**src/cache_bus_unit_regs.vh**
```
// Register offsets, field positions, encodings and reset values of the cache bus unit control block.
`ifndef CACHE_BUS_UNIT_REGS_VH
`define CACHE_BUS_UNIT_REGS_VH

// Processor register addresses (8-bit register numbers).
`define REG_BUS_UNIT_CONTROL 8'ha0
`define REG_BUS_UNIT_ERROR_STATUS 8'ha1
`define REG_FILL_SYNDROME 8'ha2
`define REG_SW_CHECK_BITS 8'ha3
`define REG_TAG_CAPTURE 8'ha4
`define REG_STORE_COND_OUTCOME 8'hac
`define REG_QUADWORD_PACK_REQUEST_REQUEST 8'ha5

// Control register field positions.
`define CTL_ECC_BIT 1
`define CTL_SPD_LO 4
`define CTL_SPD_HI 5
`define CTL_LOW_COST_BIT 13
`define CTL_SW_CHECK_BIT 19
`define CTL_SIZE_LO 20
`define CTL_SIZE_HI 22
`define CTL_RESET 32'h00000000

// Error status bit positions.
`define STAT_HERR 0
`define STAT_SERR 1
`define STAT_TPERR 2
`define STAT_TCPERR 3
`define STAT_BIU_SEO 7
`define STAT_FILL_ECC 8
`define STAT_FILL_CRD 9
`define STAT_DPERR 10
`define STAT_FILL_SEO 14

// Store conditional outcome bit.
`define STXC_FAIL_BIT 2

// Cache speed encodings (CPU cycles per cache access).
`define SPD_2X 2'h0
`define SPD_3X 2'h1
`define SPD_4X 2'h2

// Syndrome and check-bit field width per longword.
`define HALF_CHECK_W 7

`endif

```
**src/cache_bus_unit.v**
```verilog
// Control registers, cache timing and write-path glue of the external cache bus unit.
`timescale 1ns/1ps
`include "cache_bus_unit_regs.vh"

module cache_bus_unit #(
    parameter TAG_W = 15
) (
    // Clock and reset.
    input wire i_sys_clk,
    input wire i_reset,
    // Processor register port.
    input wire i_reg_wr,
    input wire i_reg_rd,
    input wire [7:0] i_reg_addr,
    input wire [31:0] i_reg_wdata,
    output reg [31:0] o_reg_rdata,
    // Write request from the write path.
    input wire i_wr_req,
    input wire [15:0] i_wr_byte_mask,
    input wire i_wr_is_io,
    input wire i_wr_is_unlock,
    input wire i_wr_qw_queued,
    output reg o_wr_probe,
    output reg o_wr_block_write,
    output reg o_pack_next,
    // Read request and tag probe.
    input wire i_rd_req,
    output reg o_rd_probe,
    input wire i_tag_probe_done,
    input wire [TAG_W-1:0] i_tag_probe_value,
    input wire [5:0] i_req_tag_bits,
    input wire [5:0] i_ram_tag_bits,
    output reg o_tag_upper_match,
    // Error events.
    input wire i_err_hard,
    input wire i_err_soft,
    input wire i_err_tag_par,
    input wire i_err_tagctl_par,
    input wire i_err_fill_ecc,
    input wire i_err_fill_crd,
    input wire i_err_fill_par,
    input wire [13:0] i_fill_syndrome,
    // Store conditional and fetch lockout.
    input wire i_stxc_done,
    input wire i_stxc_failed,
    input wire i_lock_read_failed,
    output reg o_fetch_lockout,
    // Check bits for write data.
    input wire [13:0] i_gen_check_bits,
    output reg [13:0] o_write_check_bits,
    // External pins (check inputs come from off chip).
    input wire [27:0] i_check_pins,
    output reg [7:0] o_write_byte_mask_pins,
    output reg o_data_address_bit,
    output reg [1:0] o_data_write_enable_pins,
    output reg [3:0] o_longword_parity,
    output reg o_cache_cycle_enable,
    output reg [3:0] o_cache_size_kb_log
);

////////////////////////////////////////////////////////////////////////////////

// Register state.
reg [31:0] ctl_ff;
reg [14:0] stat_ff;
reg [13:0] syn_ff;
reg [13:0] swck_ff;
reg [TAG_W-1:0] tag_ff;
reg stxc_ff;
reg pack_ff;
reg [1:0] pack_cnt_ff;
reg [27:0] chk_s1_ff;
reg [27:0] chk_s2_ff;
reg [1:0] spd_cnt_ff;
// Next values of the pack request.
reg nxt_pack_ff;
reg [1:0] nxt_pack_cnt_ff;

wire low_cost = ctl_ff[`CTL_LOW_COST_BIT];
wire [1:0] spd = ctl_ff[`CTL_SPD_HI:`CTL_SPD_LO];
wire [2:0] size = ctl_ff[`CTL_SIZE_HI:`CTL_SIZE_LO];
wire wr_ctl = i_reg_wr && (i_reg_addr == `REG_BUS_UNIT_CONTROL);
wire wr_stat = i_reg_wr && (i_reg_addr == `REG_BUS_UNIT_ERROR_STATUS);
wire [31:0] w1c = wr_stat ? i_reg_wdata : 32'h00000000;
wire biu_locked = stat_ff[`STAT_HERR] | stat_ff[`STAT_SERR] | stat_ff[`STAT_TPERR] | stat_ff[`STAT_TCPERR];
wire fill_locked = stat_ff[`STAT_FILL_ECC] | stat_ff[`STAT_DPERR];
wire tag_locked = biu_locked | fill_locked;
wire fill_err_any = i_err_fill_ecc | i_err_fill_par;
wire pack_set = i_reg_wr && (i_reg_addr == `REG_QUADWORD_PACK_REQUEST_REQUEST);

// Last cycle count of a cache access for a speed code.
function [1:0] spd_last;
    input [1:0] code;
    begin
        case (code)
            `SPD_2X: spd_last = 2'h1;
            `SPD_3X: spd_last = 2'h2;
            `SPD_4X: spd_last = 2'h3;
            default: spd_last = 2'h1;
        endcase
    end
endfunction

// Number of tag bits 22:17 that do not take part in the match for a size code.
// The unused code 111 is treated as the largest size, so the decode never selects
// more index bits than the tag pins provide.
function [2:0] tag_skip;
    input [2:0] code;
    begin
        tag_skip = (code > 3'h6) ? 3'h6 : code;
    end
endfunction

////////////////////////////////////////////////////////////////////////////////

// Control register and store-conditional outcome; cleared on reset.
always @(posedge i_sys_clk) begin
    if (i_reset) begin
        ctl_ff <= `CTL_RESET;
        stxc_ff <= 1'b0;
    end else begin
        if (wr_ctl)
            ctl_ff <= i_reg_wdata;
        if (i_stxc_done)
            stxc_ff <= i_stxc_failed;
    end
end

// Error status: events set, write-one clears, set wins over clear.
always @(posedge i_sys_clk) begin
    if (i_reset) begin
        stat_ff <= 15'h0000;
    end else begin
        stat_ff[`STAT_HERR] <= i_err_hard | (stat_ff[`STAT_HERR] & ~w1c[`STAT_HERR]);
        stat_ff[`STAT_SERR] <= i_err_soft | (stat_ff[`STAT_SERR] & ~w1c[`STAT_SERR]);
        stat_ff[`STAT_TPERR] <= i_err_tag_par | (stat_ff[`STAT_TPERR] & ~w1c[`STAT_TPERR]);
        stat_ff[`STAT_TCPERR] <= i_err_tagctl_par | (stat_ff[`STAT_TCPERR] & ~w1c[`STAT_TCPERR]);
        stat_ff[`STAT_BIU_SEO] <= ((i_err_hard | i_err_tag_par | i_err_tagctl_par) & biu_locked) |
            (stat_ff[`STAT_BIU_SEO] & ~w1c[`STAT_BIU_SEO]);
        stat_ff[`STAT_FILL_ECC] <= i_err_fill_ecc | (stat_ff[`STAT_FILL_ECC] & ~w1c[`STAT_FILL_ECC]);
        stat_ff[`STAT_FILL_CRD] <= (i_err_fill_ecc & ~fill_locked) ? i_err_fill_crd :
            (stat_ff[`STAT_FILL_CRD] & ~w1c[`STAT_FILL_CRD]);
        stat_ff[`STAT_DPERR] <= i_err_fill_par | (stat_ff[`STAT_DPERR] & ~w1c[`STAT_DPERR]);
        stat_ff[`STAT_FILL_SEO] <= (fill_err_any & fill_locked) | (stat_ff[`STAT_FILL_SEO] & ~w1c[`STAT_FILL_SEO]);
        stat_ff[6:4] <= 3'h0;
        stat_ff[13:11] <= 3'h0;
    end
end

// Fill syndrome: captured on an ECC fill error while ECC is enabled and unlocked, held until cleared.
always @(posedge i_sys_clk) begin
    if (i_reset) begin
        syn_ff <= 14'h0000;
    end else if (i_err_fill_ecc && ctl_ff[`CTL_ECC_BIT] && !fill_locked) begin
        syn_ff <= i_fill_syndrome;
    end
end

// Tag capture follows each probe until an error locks it. Reads never change it.
always @(posedge i_sys_clk) begin
    if (i_reset) begin
        tag_ff <= {TAG_W{1'b0}};
    end else if (i_tag_probe_done && !tag_locked && !i_err_tag_par && !i_err_tagctl_par && !fill_err_any) begin
        tag_ff <= i_tag_probe_value;
    end
end

// Software check bits register, write only.
always @(posedge i_sys_clk) begin
    if (i_reset)
        swck_ff <= 14'h0000;
    else if (i_reg_wr && (i_reg_addr == `REG_SW_CHECK_BITS))
        swck_ff <= i_reg_wdata[13:0];
end

// Next value of the quadword pack request: a write sets it and restarts the longword count,
// the queue load of the packed quadword clears it, and a set in that same cycle wins.
always @* begin
    nxt_pack_ff = pack_ff;
    nxt_pack_cnt_ff = pack_cnt_ff;
    if (pack_set) begin
        nxt_pack_ff = 1'b1;
        nxt_pack_cnt_ff = 2'h0;
    end else if (pack_ff && i_wr_qw_queued) begin
        nxt_pack_ff = 1'b0;
    end else if (pack_ff && i_wr_req && (pack_cnt_ff != 2'h2)) begin
        nxt_pack_cnt_ff = pack_cnt_ff + 2'h1;
    end
end

// Quadword pack request registers; the two longwords that follow it are counted.
always @(posedge i_sys_clk) begin
    if (i_reset) begin
        pack_ff <= 1'b0;
        pack_cnt_ff <= 2'h0;
    end else begin
        pack_ff <= nxt_pack_ff;
        pack_cnt_ff <= nxt_pack_cnt_ff;
    end
end

// Fetch lockout: set by failed locked read, cleared by any write to AC.
always @(posedge i_sys_clk) begin
    if (i_reset)
        o_fetch_lockout <= 1'b0;
    else if (i_lock_read_failed)
        o_fetch_lockout <= 1'b1;
    else if (i_reg_wr && (i_reg_addr == `REG_STORE_COND_OUTCOME))
        o_fetch_lockout <= 1'b0;
end

////////////////////////////////////////////////////////////////////////////////

// Check pins are off chip: two-stage synchroniser.
always @(posedge i_sys_clk) begin
    if (i_reset) begin
        chk_s1_ff <= 28'h0000000;
        chk_s2_ff <= 28'h0000000;
    end else begin
        chk_s1_ff <= i_check_pins;
        chk_s2_ff <= chk_s1_ff;
    end
end

// Longword parity from byte parity inputs in low-cost mode.
always @(posedge i_sys_clk) begin
    if (i_reset)
        o_longword_parity <= 4'h0;
    else if (low_cost)
        o_longword_parity <= {^chk_s2_ff[24:21], ^chk_s2_ff[17:14], ^chk_s2_ff[10:7], ^chk_s2_ff[3:0]};
    else
        o_longword_parity <= 4'h0;
end

// Cache cycle enable: one pulse per cache access period.
always @(posedge i_sys_clk) begin
    if (i_reset) begin
        spd_cnt_ff <= 2'h0;
        o_cache_cycle_enable <= 1'b0;
    end else if (spd_cnt_ff >= spd_last(spd)) begin
        spd_cnt_ff <= 2'h0;
        o_cache_cycle_enable <= 1'b1;
    end else begin
        spd_cnt_ff <= spd_cnt_ff + 2'h1;
        o_cache_cycle_enable <= 1'b0;
    end
end

// Size decode (log2 of Kbytes: 7 is 128K) and upper tag match over bits 22:17.
// Each doubling of the cache moves one more low tag bit into the index, so the match
// loses bit 17 first and bit 22 last; the compare mask moves towards bit 22.
always @(posedge i_sys_clk) begin
    if (i_reset) begin
        o_cache_size_kb_log <= 4'h7;
        o_tag_upper_match <= 1'b0;
    end else begin
        o_cache_size_kb_log <= 4'h7 + {1'b0, tag_skip(size)};
        o_tag_upper_match <= ((i_req_tag_bits ^ i_ram_tag_bits) & (6'h3f << tag_skip(size))) == 6'h00;
    end
end

////////////////////////////////////////////////////////////////////////////////

// Write and read routing plus mask pins.
always @(posedge i_sys_clk) begin
    if (i_reset) begin
        o_wr_probe <= 1'b0;
        o_wr_block_write <= 1'b0;
        o_rd_probe <= 1'b0;
        o_write_byte_mask_pins <= 8'h00;
        o_data_address_bit <= 1'b0;
        o_data_write_enable_pins <= 2'h0;
        o_pack_next <= 1'b0;
    end else begin
        o_wr_probe <= i_wr_req && !low_cost;
        o_wr_block_write <= i_wr_req && low_cost;
        o_rd_probe <= i_rd_req;
        // The pack flag follows the next state of the request while fewer than two longwords are counted, so it rises in
        // the cycle after the request is written and falls in the cycle after the second longword write request or the queue load, whichever comes first.
        o_pack_next <= nxt_pack_ff && (nxt_pack_cnt_ff != 2'h2) && (i_wr_is_io || i_wr_is_unlock || 1'b1);
        if (i_wr_req && low_cost) begin
            o_data_address_bit <= (i_wr_byte_mask[7:0] == 8'h00);
            o_write_byte_mask_pins <= (i_wr_byte_mask[7:0] == 8'h00) ? i_wr_byte_mask[15:8] : i_wr_byte_mask[7:0];
            o_data_write_enable_pins <= (i_wr_byte_mask[7:0] == 8'h00) ? 2'h0 :
                {|i_wr_byte_mask[15:12], |i_wr_byte_mask[11:8]};
        end else if (!low_cost) begin
            o_data_write_enable_pins <= 2'h0;
            o_write_byte_mask_pins <= 8'h00;
            o_data_address_bit <= 1'b0;
        end
    end
end

// Write check bits: software register or generator.
always @(posedge i_sys_clk) begin
    if (i_reset)
        o_write_check_bits <= 14'h0000;
    else if (ctl_ff[`CTL_SW_CHECK_BIT])
        o_write_check_bits <= {swck_ff[13:7], swck_ff[6:0]};
    else
        o_write_check_bits <= i_gen_check_bits;
end

// Register read data; write-only registers read as zero.
always @(posedge i_sys_clk) begin
    if (i_reset) begin
        o_reg_rdata <= 32'h00000000;
    end else if (i_reg_rd) begin
        case (i_reg_addr)
            `REG_BUS_UNIT_ERROR_STATUS: o_reg_rdata <= {17'h00000, stat_ff};
            `REG_FILL_SYNDROME: o_reg_rdata <= {18'h00000, syn_ff};
            `REG_TAG_CAPTURE: o_reg_rdata <= {{(32-TAG_W){1'b0}}, tag_ff};
            `REG_STORE_COND_OUTCOME: o_reg_rdata <= {29'h00000000, stxc_ff, 2'h0};
            default: o_reg_rdata <= 32'h00000000;
        endcase
    end
end

endmodule // cache_bus_unit

```
**config.mk**
```make
export PLATFORM = sky130hd
export DESIGN_NAME = cache_bus_unit
export DESIGN_NICKNAME = d
export VERILOG_FILES = /design/src/cache_bus_unit.v
export VERILOG_INCLUDE_DIRS = /design/src
export SDC_FILE = /design/constraint.sdc
export NUM_CORES = 1
export LEC_CHECK = 0
export ABC_AREA = 1
export BUFFER_PORTS_ARGS = -buffer_cell sky130_fd_sc_hd__buf_2
export CAP_MARGIN = 40
export CORE_MARGIN = 2
export CORE_UTILIZATION = 40
export CTS_CLUSTER_DIAMETER = 200
export DETAILED_ROUTE_END_ITERATION = 8
export PLACE_DENSITY = 0.69
export SLEW_MARGIN = 20
export SYNTH_ARGS = -nofsm -noshare
export SYNTH_HDL_FRONTEND = slang
export SYNTH_SLANG_ARGS = --single-unit
```
**constraint.sdc**
```tcl
create_clock -name i_sys_clk -period 2.2 [get_ports i_sys_clk]
set_clock_uncertainty 0.1 [all_clocks]
set_input_delay 0.44 -clock i_sys_clk [delete_from_list [all_inputs] [get_ports i_sys_clk]]
set_output_delay 0.44 -clock i_sys_clk [all_outputs]
set_load 0.005 [all_outputs]
```
# Word-level counts from Yosys, hierarchy flattened
# Cells that the tools add are included.
classes:
  addsub: 3
  n_lt_le_gt_ge: 2
  n_eq_ne: 12
  shifts: 1
  muxes: 23
  bitwise: 41
  n_reduce_logical: 34
ops:
  columns: ["cell", "n"]
  rows:
  - ["one-hot mux 15 bit (4 select lines)", 1]
  - ["== test 8 bit (second input constant)", 7]
  - ["two-way mux 8 bit", 3]
  - ["logical AND 1 bit", 17]
  - ["bitwise OR 1 bit", 16]
  - ["XOR reduction 4 bit", 4]
  - ["two-way mux 15 bit", 1]
  - ["two-way mux 14 bit", 1]
  - ["two-way mux 2 bit", 7]
  - ["AND 1 bit", 12]
  - ["inverter 1 bit", 11]
  - ["zero test 8 bit", 1]
  - ["two-way mux 1 bit", 8]
  - ["OR reduction 4 bit", 2]
  - ["AND 6 bit", 1]
  - ["zero test 1 bit", 6]
  - ["zero test 6 bit", 1]
  - ["<< shifter 6 x 3 -> 6 bit (first input constant)", 1]
  - ["XOR 6 bit", 1]
  - ["adder 2 x 1 -> 2 bit (second input constant)", 2]
  - ["adder 3 x 3 -> 4 bit (first input constant)", 1]
  - ["!= test 2 bit (second input constant)", 2]
  - ["one-hot mux 2 bit (2 select lines)", 1]
  - ["OR reduction 2 bit", 2]
  - ["other kinds (7)", 7]
word_totals:
  reg_bits: 209
  input_bits: 159

# Depth between registers and ports, before layout
logic_depth:
  ltp_word: 9
  mapped_depth: 11
  ltp_nobuf: 10

# Worst setup path before layout
# No wires, ideal clock.
synth_path:
  path_type: "input port to flip-flop"
  startpoint: "input i_reg_addr[4]"
  endpoint: "register swck_ff[10]"
  t_arrival_ns: 1.332
  required_time_ns: 1.987
  slack_ns: 0.655
  path_stages: 11
  path_buffers: 1
  path_cell_list: "inv_1 -> nand2_2 -> nor2_8 -> nand2_2 -> nor2_2 -> inv_2 -> nor2_8 -> inv_2 -> buf_6 -> nor2_2 -> nor2_1"
synth_via:
  elab_chain_cells: 2
synth_rtl:
  columns: ["element", "line", "rtl"]
  rows:
  - ["start, declared", "cache_bus_unit.v:14", "input wire [7:0] i_reg_addr,"]
  - ["== test 8 bit (no line)", null, null]
  - ["logical AND 1 bit", "cache_bus_unit.v:172", "else if (i_reg_wr && (i_reg_addr == `REG_SW_CHECK_BITS))"]
  - ["end signal, assigned", "cache_bus_unit.v:173", "swck_ff <= i_reg_wdata[13:0];"]
  - ["end, declared", "cache_bus_unit.v:67", "reg [13:0] swck_ff;"]
# Every way passes these cells.
# A chain may end at the register's enable or synchronous reset.

# Worst setup path in the final report
layout_path:
  startpoint: "register stat_ff[8]"
  endpoint: "register tag_ff[8]"
layout_via:
  elab_chain_cells: 7
layout_rtl:
  columns: ["element", "line", "rtl"]
  rows:
  - ["start, declared", "cache_bus_unit.v:65", "reg [14:0] stat_ff;"]
  - ["start signal, assigned by index", "cache_bus_unit.v:134", "stat_ff[`STAT_HERR] <= i_err_hard | (stat_ff[`STAT_HERR] & ~w1c[`STAT_HERR]);"]
  - ["start signal, assigned by index", "cache_bus_unit.v:135", "stat_ff[`STAT_SERR] <= i_err_soft | (stat_ff[`STAT_SERR] & ~w1c[`STAT_SERR]);"]
  - ["start signal, assigned by index", "cache_bus_unit.v:136", "stat_ff[`STAT_TPERR] <= i_err_tag_par | (stat_ff[`STAT_TPERR] & ~w1c[`STAT_TPERR]);"]
  - ["bitwise OR 1 bit", "cache_bus_unit.v:86", "wire fill_locked = stat_ff[`STAT_FILL_ECC] | stat_ff[`STAT_DPERR];"]
  - ["bitwise OR 1 bit", "cache_bus_unit.v:87", "wire tag_locked = biu_locked | fill_locked;"]
  - ["zero test 1 bit", "cache_bus_unit.v:163", "end else if (i_tag_probe_done && !tag_locked && !i_err_tag_par && !i_err_tagctl_par && !fill_err_any) begin"]
  - ["logical AND 1 bit (4 in a row)", "cache_bus_unit.v:163", null]
  - ["end signal, assigned", "cache_bus_unit.v:162", "tag_ff <= {TAG_W{1'b0}};"]
  - ["end signal, assigned", "cache_bus_unit.v:164", "tag_ff <= i_tag_probe_value;"]
  - ["end, declared", "cache_bus_unit.v:68", "reg [TAG_W-1:0] tag_ff;"]
# Every way passes these cells.

==> key figures <==
Routing
  – Vias/cell: approximately 4.7
  – Final Routed Wirelength: 14900 microns
  – Vias: 5436
  – Pre-Repair DR Iteration Count: 5
  – # DRC: 0
  – DRT iter0 DRCs: 261
  – Detail Route Antenna Nets: 0
  – Wire per inst: 12.8 microns

CTS
  – Post-CTS setup buffers: 0
  – CTS hold repair buffers: 0
  – Source-to-sink clock delay at the later pin of the worst-skew pair: around 0.42 ns
  – Root Buffer: sky130_fd_sc_hd__clkbuf_16
  – Number of buffers created by CTS: 17
  – Count of instances resized after the clock tree is built: 0
  – H-tree level count: 4
  – Number of clock sinks seen by CTS: 153
  – CTS tree: done
  – Register clock-pin slew on the reported worst setup and hold paths: 0.06 ns
  – Maximum clock insertion buffer count: 2

Floorplanning
  – Starting density of the core: 0.414
  – Total number of placement rows: 44
  – Die area: 16100 sq um
  – Placeable core area: roughly 15000 sq um
  – Y dimension of the die: 127 microns
  – Horizontal extent of the die: 127 microns
  – Top-Level Pins: 231

Final layout
  – Post-route cell area: 7720 sq um
  – Area occupied by multi-input gates: 2440 sq um
  – Area Overhead vs Synth: 27.4%
  – Reg area: approximately 3100 sq um
  – Total of fill cells in the finished design: 1452
  – Fraction of final layout cells with drive strength greater than 1: 0.262
  – Nets@finish: 1133

Worst setup path
  – Origin of the critical flop-to-flop path: stat_ff[8]
  – Startpoint-to-endpoint class of the critical path: register to register
  – Type of destination of the critical path: register
  – R2r worst-path depth: 9
  – Arrival time of the worst setup path: 1.97 ns
  – Reg-to-reg critical path endpoint: tag_ff[8]
  – CP startpoint kind: register
  – Data required, critical path: about 2.4 ns
  – R2R Setup Slk: 0.47 ns
  – CP max FO: 20

Placement
  – GPL Wtd Cong: 0.806
  – PortBufs: 186
  – Half-perimeter wire length after placement: 10800 microns
  – Area of placed instances: roughly 7100 sq um
  – Placement Setup Slack: 0.279 ns

Logic synthesis
  – Compound-Gate Fraction of Synth Area: 0.118
  – Gate count of the mapped netlist: 790
  – Adder-Cell Fraction of Synth Area: 0.0103
  – Synth Warn #: 0
  – Simple-Gate Fraction of Synth Area: 0.243
  – Proportion of synthesized area in mux cells: 0
  – Area share of the largest cell type after synthesis: 0.506
  – Most repeated cell in the gate-level netlist after synthesis: sky130_fd_sc_hd__nor2_1
  – Area share of xor/xnor cells in the synthesized design: 0.0217
  – Predominant post-synthesis flop cell: sky130_fd_sc_hd__dfxtp_1
  – Post-synthesis sequential area ratio: 0.506
  – Cell accounting for the most synthesized area: sky130_fd_sc_hd__dfxtp_1
  – EDFF count, synth: 0
  – Flip-flop and latch count after synthesis: 153
  – Ranking of synthesized cells by instance count: 167 x sky130_fd_sc_hd__nor2_1, 153 x sky130_fd_sc_hd__dfxtp_1, 102 x sky130_fd_sc_hd__nand2_1, 77 x sky130_fd_sc_hd__inv_1, 62 x sky130_fd_sc_hd__o21ai_0
  – Netlist cell types: 37
  – Main combinational cell family by area after synthesis: simple AND/OR/NAND/NOR gates
  – Leading cell types by total area after synthesis: sky130_fd_sc_hd__dfxtp_1 51%, sky130_fd_sc_hd__nor2_1 10%, sky130_fd_sc_hd__nand2_1 6.3%
  – Fraction of registers with async set/reset: 0
  – Post-Syn Area per Cell: 7.67 sq um
  – Post-Synthesis Cell Area: 6060 sq um

Global routing
  – Antenna violations before repair: 1
  – Pin count of the biggest net entering global routing: 73
  – Residual overflow from global routing: 0
  – First-pass GRT wire length: 23900 microns
  – Total Routing Usage GR: 0.187
  – Vias in the first global route: 4870

Outcome
  – Outcome: finished, final reports clean

STA
  – Final total negative setup slack: 0 ns
  – Least setup slack across all paths after layout: 0.470 ns
  – Total count of hold-check failures in the final report: 0
  – Headroom to the max-slew limit: 0.508
  – Slew of the pin with the lowest slew margin: ~0.74 ns
  – Fin crit share: 0.786
  – Min Clock Period, post-route: 1.73 ns
  – Total of endpoints with negative setup slack in the final report: 0
  – Number of slew-limit violations in the final report: 0
  – Setup repair after global routing missed its margin: false
  – Maximum frequency from static timing analysis: between 0.5 and 0.6 GHz

Power and ir drop
  – Total leakage power: 3.73 nW
  – Worst voltage drop across the vdd grid: 483 uV
  – Cell area power density: 854 nW/um^2

Hold path
  – Classification of the worst-slack hold path: primary input to register
  – Worst hold endpoint: chk_s1_ff[8]
  – Critical hold path startpoint: i_check_pins[8]
  – Hold path cells: 3

Flow run
  – Count of max-cap constraint violations: 0
==> state kept, by name, indices dropped and copies added (netlist names), 4 cells and up <==
name	count
o_write_byte_mask_pins	8
stat_ff	9
ctl_ff	8
chk_s1_ff	16
swck_ff	14
o_reg_rdata	15
o_cache_size_kb_log	4
syn_ff	14
o_longword_parity	4
chk_s2_ff	16
o_write_check_bits	14
tag_ff	15
==> cells in the final DEF (no fill, tap or decap), types with 4 or more instances in the layout <==
cell and count:
sky130_fd_sc_hd__xnor2_1 8, sky130_fd_sc_hd__or2_2 5, sky130_fd_sc_hd__ha_1 5, sky130_fd_sc_hd__inv_1 76, sky130_fd_sc_hd__buf_4 8, sky130_fd_sc_hd__nand3_1 45
sky130_fd_sc_hd__xor2_1 7, sky130_fd_sc_hd__inv_2 5, sky130_fd_sc_hd__nand2_1 102, sky130_fd_sc_hd__o21ai_1 14, sky130_fd_sc_hd__nor2_2 12, sky130_fd_sc_hd__buf_2 186
sky130_fd_sc_hd__bufinv_16 5, sky130_fd_sc_hd__o21ai_0 62, sky130_fd_sc_hd__nor3_1 5, sky130_fd_sc_hd__a21oi_1 46, sky130_fd_sc_hd__clkbuf_16 17, sky130_fd_sc_hd__a31oi_1 4
sky130_fd_sc_hd__nor2_1 167, sky130_fd_sc_hd__conb_1 17, sky130_fd_sc_hd__dfxtp_1 153
==> worst max-delay path by stage <==
stage	slack, ns	cells past startpoint	startpoint	to
finish	0.47	9	stat_ff[8]	tag_ff[8]
global route	0.33	7	ctl_ff[21]	o_tag_upper_match
CTS	0.48	9	stat_ff[8]	tag_ff[8]
detailed placement	0.28	11	i_reg_addr[4]	swck_ff[0]
global placement	0.29	11	i_reg_addr[4]	swck_ff[3]
floorplan	0.65	11	i_reg_addr[4]	swck_ff[10]
==> routing by layer <==
| metal | wire, microns | GRT usage | share of wire | vias to the layer above |
|---|---|---|---|---|
| met1 | 6590 | 0.237 | 0.44 | 2415 |
| met4 | 325 | 0.0802 | 0.022 | 0 |
| met3 | 1070 | 0.0574 | 0.072 | 18 |
| li1 | - | - | - | 2821 |
| met2 | 6910 | 0.297 | 0.46 | 182 |
| met5 | 0 | 0 | 0 | - |
==> worst max-delay path: stages (launching register included) <==
cell and delay (ns):
sky130_fd_sc_hd__dfxtp_1 0.33, sky130_fd_sc_hd__or2_1 0.26, sky130_fd_sc_hd__inv_2 0.07, sky130_fd_sc_hd__nand2_1 0.06, sky130_fd_sc_hd__nor2_1 0.10, sky130_fd_sc_hd__nand2_1 0.05, sky130_fd_sc_hd__buf_4 0.20, sky130_fd_sc_hd__inv_1 0.29
sky130_fd_sc_hd__nor2_1 0.07, sky130_fd_sc_hd__nor2_1 0.13
==> power breakdown <==
group          internal (mW)  switching, mW  total (mW)
clock                   2.10           1.12        3.23
combinational          0.215          0.251       0.467
sequential              2.86         0.0402        2.90
==> layout make-up <==
cell class / instances / share of cell area
diodes: 1 / 0.000324
clock buffers: 21 / 0.0609
clock inverters: 11 / 0.0250
inverters: 82 / 0.0399
multi-input cells: 520 / 0.316
flip-flops and latches: 153 / 0.397
well taps: 184 / 0.0298
repair buffers: 195 / 0.131
==> per-stage QoR <==
stage / total power, mW / util / std cells / hold WS (ns)
global placement: 3.42 / 0.482 / 1134 / 0.291
floorplan: 3.23 / - / 806 / 0.288
global route: 6.86 / 0.527 / 1166 / 0.110
CTS: 6.66 / 0.527 / 1166 / 0.102
finish: 6.59 / 0.527 / 1167 / 0.120
detailed placement: 3.43 / 0.482 / 1134 / 0.293
==> logic make-up after synthesis <==
| logic type | after synthesis |
|---|---|
| adder cells (fa/ha/maj) | 5 |
| AO/OA/AOI/OAI | 136 |
| AND/OR/NAND/NOR | 347 |
| flip-flops | 153 |
| XOR/XNOR | 15 |
| other | 1 |
| buffers and inverters | 133 |
No activity file was read; power rests on OpenSTA's default activity.
